--- config.mk ---
export PLATFORM = sky130hd
export DESIGN_NAME = arp_result_port
export DESIGN_NICKNAME = d
export VERILOG_FILES = /design/src/verilog/arp_pkg.sv /design/src/verilog/arp_fifo.sv /design/src/verilog/arp_result_port.sv
export SDC_FILE = /design/constraint.sdc
export NUM_CORES = 1
export LEC_CHECK = 0
export BUFFER_PORTS_ARGS = -buffer_cell sky130_fd_sc_hd__buf_2
export CAP_MARGIN = 20
export CORE_UTILIZATION = 50
export DETAILED_ROUTE_END_ITERATION = 8
export PLACE_DENSITY = 0.66
export REMOVE_ABC_BUFFERS = 1
export SKIP_LAST_GASP = 1
export SYNTH_ARGS = -nofsm -noshare
export SYNTH_HDL_FRONTEND = slang
export SYNTH_SLANG_ARGS = --single-unit
--- constraint.sdc ---
create_clock -name i_clk -period 8.3 [get_ports i_clk]
set_input_delay 0.415 -clock i_clk [delete_from_list [all_inputs] [get_ports i_clk]]
set_output_delay 0.415 -clock i_clk [all_outputs]
set_load 0.02 [all_outputs]
--- src/verilog/arp_pkg.sv ---
// Purpose: shared constants and types for the converter result output port
// Assumes: one 100 MHz system clock, all host pins asynchronous to it
// Notes: pin index constants address the synchroniser vector
package arp_pkg;

	// result geometry
	localparam int RESULT_W = 10;
	localparam int BYTE_W = 8;
	localparam int LSB_PART_W = RESULT_W - BYTE_W;
	localparam int FIFO_DEPTH = 16;

	// serial bit counter: 0 = done marker, 1..10 = bits shown, 11 = readout over
	localparam int CNT_W = 4;
	localparam logic [CNT_W-1:0] CNT_RESET = 4'h0;
	localparam logic [CNT_W-1:0] CNT_LAST_BIT = 4'ha;
	localparam logic [CNT_W-1:0] CNT_OVER = 4'hb;

	// host pin positions in the synchroniser vector
	localparam int PIN_N = 5;
	localparam int PIN_CS_N = 0;
	localparam int PIN_SHIFT_CLK = 1;
	localparam int PIN_READ_CONV = 2;
	localparam int PIN_FORMAT = 3;
	localparam int PIN_BYTE_SEL = 4;
	// pins idle: deselected, shift clock low, read mode, 10-bit format
	localparam logic [PIN_N-1:0] PIN_RESET = 5'h0d;

	// host shift clock ceiling, kept by the host
	localparam int SHIFT_CLK_MAX_HZ = 10_000_000;

	// sequencer states
	typedef enum logic [2:0]
	{
		ST_IDLE = 3'b001,
		ST_CONV = 3'b010,
		ST_DONE = 3'b100
	} arp_state_t;

endpackage : arp_pkg

--- src/verilog/arp_fifo.sv ---
// Purpose: result buffer between the conversion core and the output port
// Assumes: single clock, clock enable freezes all state
// Notes: ready and valid both come from flip-flops
`timescale 1ns/1ps
`default_nettype none

module arp_fifo
	import arp_pkg::*;
#(
	parameter int WIDTH = RESULT_W,
	parameter int DEPTH = FIFO_DEPTH
)
(
	input wire logic i_clk,
	input wire logic i_arst_n,
	input wire logic i_ce,
	input wire logic i_in_valid,
	input wire logic [WIDTH-1:0] i_in_data,
	output logic o_in_ready,
	output logic o_out_valid,
	output logic [WIDTH-1:0] o_out_data,
	input wire logic i_out_ready
);

	localparam int AW = $clog2(DEPTH);

	// pointers must wrap naturally
	if (DEPTH < 2 || (1 << AW) != DEPTH)
	begin : g_bad_depth
		$error("arp_fifo: DEPTH must be a power of two, at least 2");
	end

	typedef struct packed {
		logic [DEPTH-1:0][WIDTH-1:0] mem;
		logic [AW-1:0] wp;
		logic [AW-1:0] rp;
		logic [AW:0] cnt;
		logic not_full;
		logic not_empty;
	} arp_fifo_st_t;

	arp_fifo_st_t r_r;
	arp_fifo_st_t r_nxt;
	logic push;
	logic pop;

	assign push = i_in_valid & r_r.not_full;
	assign pop = i_out_ready & r_r.not_empty;

	// next state: write, read, recompute flags
	always_comb
	begin
		r_nxt = r_r;
		if (push)
		begin
			r_nxt.mem[r_r.wp] = i_in_data;
			r_nxt.wp = r_r.wp + 1'b1;
		end
		if (pop)
		begin
			r_nxt.rp = r_r.rp + 1'b1;
		end
		r_nxt.cnt = r_r.cnt + (AW+1)'(push) - (AW+1)'(pop);
		r_nxt.not_full = (r_nxt.cnt != (AW+1)'(DEPTH));
		r_nxt.not_empty = (r_nxt.cnt != '0);
	end

	// state register
	always_ff @(posedge i_clk or negedge i_arst_n)
	begin
		if (!i_arst_n)
		begin
			r_r <= '{mem: '0, wp: '0, rp: '0, cnt: '0, not_full: 1'b1, not_empty: 1'b0};
		end
		else if (i_ce)
		begin
			r_r <= r_nxt;
		end
	end

	assign o_in_ready = r_r.not_full;
	assign o_out_valid = r_r.not_empty;
	assign o_out_data = r_r.mem[r_r.rp];

endmodule : arp_fifo

`default_nettype wire

--- src/verilog/arp_result_port.sv ---
// Purpose: serial and parallel result output port of a 10-bit converter
// Assumes: host pins are asynchronous; results arrive as a valid/ready stream
// Notes: shift clock is sampled by i_clk, falling edges found after filtering
// Operation
// - serial output floats whenever chip select is high.
// - selected serial output is low during conversion, high when it completes.
// - after completion each of the first ten shift clock falling edges shows next bit, MSB first.
// - ten tri-state parallel lines, line 9 MSB, line 0 LSB.
// - active-low done flag asserts once a result is available.
// - format select low gives two 8-bit words, high one 10-bit word.
// - in byte mode, byte select low gives 8 MSBs, high the 2 LSBs, rest zero.
`timescale 1ns/1ps
`default_nettype none

module arp_result_port
	import arp_pkg::*;
#(
	parameter int DEPTH = FIFO_DEPTH
)
(
	input wire logic i_clk,
	input wire logic i_arst_n,
	input wire logic i_ce,
	input wire logic i_chip_select_low,
	input wire logic i_shift_clk,
	input wire logic i_read_convert,
	input wire logic i_word_format_select,
	input wire logic i_byte_select,
	input wire logic i_core_valid,
	input wire logic [RESULT_W-1:0] i_core_data,
	output logic o_core_ready,
	output logic o_conv_start,
	output logic o_serial_out,
	output logic o_serial_oe_n,
	output logic [RESULT_W-1:0] o_parallel_result,
	output logic o_parallel_oe_n,
	output logic o_conversion_done_low
);

	typedef struct packed {
		logic [PIN_N-1:0] s1;
		logic [PIN_N-1:0] s2;
		logic [PIN_N-1:0] s3;
		logic [PIN_N-1:0] pin_f;
		arp_state_t st;
		logic [RESULT_W-1:0] result;
		logic [CNT_W-1:0] bitcnt;
		logic start;
		logic sout;
		logic sout_oe_n;
		logic [RESULT_W-1:0] par;
		logic par_oe_n;
		logic done_n;
	} arp_port_st_t;

	arp_port_st_t r_r;
	arp_port_st_t r_nxt;
	logic [PIN_N-1:0] pins;
	logic fifo_valid;
	logic [RESULT_W-1:0] fifo_data;
	logic fifo_pop;
	logic fall;
	logic sel;
	arp_port_st_t r_nxt_full;

	assign pins = {i_byte_select, i_word_format_select, i_read_convert, i_shift_clk, i_chip_select_low};
	assign fifo_pop = (r_r.st == ST_CONV);

	// result buffer from the conversion core
	arp_fifo #(
		.WIDTH(RESULT_W),
		.DEPTH(DEPTH)
	) u_fifo (
		.i_clk(i_clk),
		.i_arst_n(i_arst_n),
		.i_ce(i_ce),
		.i_in_valid(i_core_valid),
		.i_in_data(i_core_data),
		.o_in_ready(o_core_ready),
		.o_out_valid(fifo_valid),
		.o_out_data(fifo_data),
		.i_out_ready(fifo_pop)
	);

	// edge and select decode from filtered pins
	always_comb
	begin
		logic [PIN_N-1:0] agree;
		agree = ~(r_r.s2 ^ r_r.s3);
		r_nxt = r_r;
		r_nxt.s1 = pins;
		r_nxt.s2 = r_r.s1;
		r_nxt.s3 = r_r.s2;
		// change counts once stages two and three agree
		r_nxt.pin_f = (agree & r_r.s3) | (~agree & r_r.pin_f);
		fall = r_r.pin_f[PIN_SHIFT_CLK] & ~r_nxt.pin_f[PIN_SHIFT_CLK];
		sel = ~r_nxt.pin_f[PIN_CS_N];
	end

	// sequencer, serial and parallel output drive
	always_comb
	begin
		arp_port_st_t n;
		logic [CNT_W-1:0] idx;
		n = r_nxt;
		n.start = 1'b0;
		idx = '0;
		case (r_r.st)
			ST_IDLE, ST_DONE:
			begin
				// convert request: selected with read/convert low
				if (sel && !n.pin_f[PIN_READ_CONV])
				begin
					n.st = ST_CONV;
					n.start = 1'b1;
					n.done_n = 1'b1;
					n.bitcnt = CNT_RESET;
				end
				else if (r_r.st == ST_DONE && fall && r_r.bitcnt != CNT_OVER)
				begin
					n.bitcnt = r_r.bitcnt + 1'b1;
				end
			end
			ST_CONV:
			begin
				if (fifo_valid)
				begin
					n.st = ST_DONE;
					n.result = fifo_data;
					n.done_n = 1'b0;
					n.bitcnt = CNT_RESET;
				end
			end
			default:
			begin
				n.st = ST_IDLE;
			end
		endcase
		// serial line: low in conversion, high at done, then bits MSB first
		n.sout = 1'b0;
		if (n.st == ST_DONE)
		begin
			if (n.bitcnt == CNT_RESET)
			begin
				n.sout = 1'b1;
			end
			else if (n.bitcnt <= CNT_LAST_BIT)
			begin
				idx = CNT_W'(RESULT_W) - n.bitcnt;
				n.sout = n.result[idx];
			end
		end
		n.sout_oe_n = n.pin_f[PIN_CS_N];
		// parallel lines enabled for a selected read
		n.par_oe_n = ~(sel & n.pin_f[PIN_READ_CONV]);
		if (n.pin_f[PIN_FORMAT])
		begin
			n.par = n.result;
		end
		else if (!n.pin_f[PIN_BYTE_SEL])
		begin
			n.par = {n.result[RESULT_W-1 -: BYTE_W], {LSB_PART_W{1'b0}}};
		end
		else
		begin
			n.par = {n.result[LSB_PART_W-1:0], {BYTE_W{1'b0}}};
		end
		r_nxt_full = n;
	end

	// state register, frozen while clock enable is low
	always_ff @(posedge i_clk or negedge i_arst_n)
	begin
		if (!i_arst_n)
		begin
			r_r <= '{s1: PIN_RESET, s2: PIN_RESET, s3: PIN_RESET, pin_f: PIN_RESET, st: ST_IDLE,
				result: '0, bitcnt: CNT_RESET, start: 1'b0, sout: 1'b0, sout_oe_n: 1'b1,
				par: '0, par_oe_n: 1'b1, done_n: 1'b1};
		end
		else if (i_ce)
		begin
			r_r <= r_nxt_full;
		end
	end

	assign o_conv_start = r_r.start;
	assign o_serial_out = r_r.sout;
	assign o_serial_oe_n = r_r.sout_oe_n;
	assign o_parallel_result = r_r.par;
	assign o_parallel_oe_n = r_r.par_oe_n;
	assign o_conversion_done_low = r_r.done_n;
endmodule : arp_result_port

`default_nettype wire

==> results.md <==
- Total power: 4670 uW
- Area growth from synthesis to layout: 11.5%
- Worst Hold Class: in2reg
- # DRC: 0
- Worst-path clk slew: 60 ps
- Final #Nets: 866
- Flop pwr share: 40.2%
- Initial antenna violation count: 0
- Status: finished clean
- Fin crit period: 3750 ps
- Root Driver: clkbuf_16
- Net Sw Frac: 32.9%
- Crit path max fanout: 11
- Total clock buffers created by CTS: 25
- # diodes: 0
- Synth area leaders: dfrtp_1 49%, mux2_2 19%, mux4_2 6.7%, dfstp_2 3.9%, mux4_1 1.5%
- Asr flop ratio synth: 100%
- Cell count after synthesis: 805
- 1st-iter DRT viols: 310
- Antenna-violating nets left: 0
- Layout cell share with drive strength beyond 1: 39.2%
- Setup Skew: 21.3 ps
- WHS Path Cells: 2
- Pwr dens: 387 nW/um^2
- Footprint of the multi-input gates: 4750 um^2
- Slew Viols, Final: 0
- DIE AREA: 22200 um^2
- CP required: 8700 ps
- Via/cell ratio: 5.89
- Row count: 53
- PortBufs: 34
- CTS Hold Buffers Added: 1
- Buffer count from post-CTS setup fixing: 0
- Clock Path Buffers: 3
- Startpoint Class: flop
- Post-synth EDFFs: 0
- Internal power: 3140 uW
- Crit path DAT: 4150 ps
- CP Class: reg2reg
- Distinct cell type count after synthesis: 64
- Synth top area share: 48.6%
- RSZ-0062 raised after global routing: false
- Die W: 149 um
- Core box area: 21100 um^2
- Max Fclk: 267 MHz
- Max transition margin: 42.2%
- Gr usage total: 22.6%
- Psw: 1540 uW
- Sequential cell area: 5680 um^2
- Filler cells: 1676
- VDD IR-drop max: 0.000228 V
- Syn Area/Cell: 13.4 um^2
- Initial Util: 51.3%
- I/O Pins: 35
- # Max-Cap Violations: 0
- Final Hold Vio Count: 0
- Ys flop type: dfrtp_1
- First-pass GRT wire length: 38600 um
- Seq cells post-synth: 226
- Critical Path End Type: flop
- Top-count cell post-synth: dfrtp_1
- R2R cell count: 10
- Detailed Route WL: 23800 um
- Routed wire per std cell: 21.2 um
- CTS H-tree lvls: 1
- Synth area leader: dfrtp_1
- Clk pwr share: 23.6%
- Final period utilization: 45.2%
- Clock Latency Late Sink: 530 ps
- Sequential fraction of the synthesis area: 52.5%
- DR vias: 6635
- Largest net degree at the start of global routing: 84
- Commonest cells post-synth: 210 x dfrtp_1, 183 x mux2_2, 40 x nor2_1
- TritonCTS clock tree: yes
- CTS Sinks: 226
- Yosys warning count: 0
- GRT overflow: 0
- Cell area after technology mapping: 10800 um^2
- Setup TNS: 0 ps
- Die Ht: 149 um
- Worst-Margin Slew: 864 ps
- Cts repair resizes: 0
- DP HPWL: 15400 um
- Final GP Congestion: 0.862
- Comb pwr share: 36.3%
- Vias in the first global route: 6939
- Leakage: 0.00537 uW
- Setup violations, final: 0
- DRT Pass-1 Iters: 4
==> kinds of logic after synthesis <==
family                     after synthesis  synth area share, %
DFF                                    226                 52.5
AOI/OAI and AO/OA                      116                 7.26
xor gates and xnor gates                12                0.972
adders and majority gates               15                 1.76
buffers and inverters                   81                 3.62
muxes                                  235                 28.5
and+or+nand+nor                        120                 5.41
==> layout make-up <==
type	instances	area share [%]
sequential	226	47.1
multi-input combinational	498	39.4
clock buffer	40	6.15
timing repair buffer	57	3.11
tap	275	2.85
inverter	26	0.809
clock inverter	4	0.612
==> through the flow <==
| step | instances | hold WS [ps] | util [%] | setup WS, ps | area (um^2) |
|---|---|---|---|---|---|
| after global placement | 1080 | 431 | 53.2 | 4720 | 11200 |
| after global routing | 1126 | 126 | 57.2 | 4250 | 12100 |
| after CTS | 1125 | 119 | 57.1 | 4620 | 12000 |
| final | 1126 | 132 | 57.2 | 4550 | 12100 |
| after detailed placement | 1080 | 441 | 53.2 | 4640 | 11200 |
| after floorplan | 750 | 119 | - | 4970 | 10500 |
==> registers in the layout, summed over array words and instances, names as in the netlist <==
name                   cells
o_serial_out               1
o_conv_start               1
u_fifo.r_r               173
o_parallel_oe_n            1
o_parallel_result         10
u_fifo.o_out_valid         1
o_conversion_done_low      1
r_nxt                     27
u_fifo.o_in_ready          1
r_r                       10
==> worst max-delay path: stages (launching register included) <==
cell	delay (ps)
dfrtp_1	460
nand4bb_1	600
o21ai_0	460
o21ai_1	230
a21oi_1	390
inv_1	90
ha_1	390
a2111oi_0	370
a211o_1	160
a41oi_1	100
a2111o_1	390
==> cell usage in the layout (no fill, tap or decap), types with 4 or more instances in the layout <==
cell / count
a21o_1: 8
a21oi_1: 27
a221oi_1: 4
a31oi_1: 6
and2_1: 5
buf_2: 33
buf_4: 21
clkbuf_1: 9
clkbuf_16: 25
clkbuf_8: 6
dfrtp_1: 208
dfstp_2: 16
ha_1: 12
inv_1: 24
mux2_2: 183
mux2i_1: 13
mux4_1: 6
mux4_2: 32
nand2_1: 36
nand2b_1: 4
nand3_1: 4
nor2_1: 40
nor2b_1: 4
nor3_1: 8
o21ai_0: 31
o2bb2ai_1: 8
xnor2_1: 11
==> power groups by stage <==
stage               logic, uW  clock network (uW)  registers, uW
floorplan                1190                   0           1900
CTS                      1700                1120           1870
finish                   1690                1100           1880
global route             1860                1170           1940
detailed placement       1690                   0           1890
global placement         1630                   0           1840
==> worst paths after layout <==
kind / from / endpoint / slack [ps]
worst max-delay path: r_nxt[31]$_DFFE_PN0P_ / o_serial_out$_DFFE_PN0P_ / 4550
worst min-delay path: i_byte_select / r_nxt[46]$_DFFE_PN0P_ / 130
worst max register to register: r_nxt[31]$_DFFE_PN0P_ / o_serial_out$_DFFE_PN0P_ / 4550
worst min register to register: r_nxt[27]$_DFFE_PN0P_ / r_nxt[27]$_DFFE_PN0P_ / 480
max in group asynchronous: i_arst_n / u_fifo.r_r[7]$_DFFE_PN0P_ / 6520
min in group asynchronous: i_arst_n / u_fifo.r_r[59]$_DFFE_PN0P_ / 480
==> metal layers <==
layer	vias to the layer above	part of all wire [%]	global-route usage, %
met2	151	50	38.4
li1	2986	-	-
met5	-	0	0
met3	53	3.7	3.03
met4	0	3.2	7.35
met1	3445	43	30.1
Note: power is estimated with default switching activity, not from simulation.
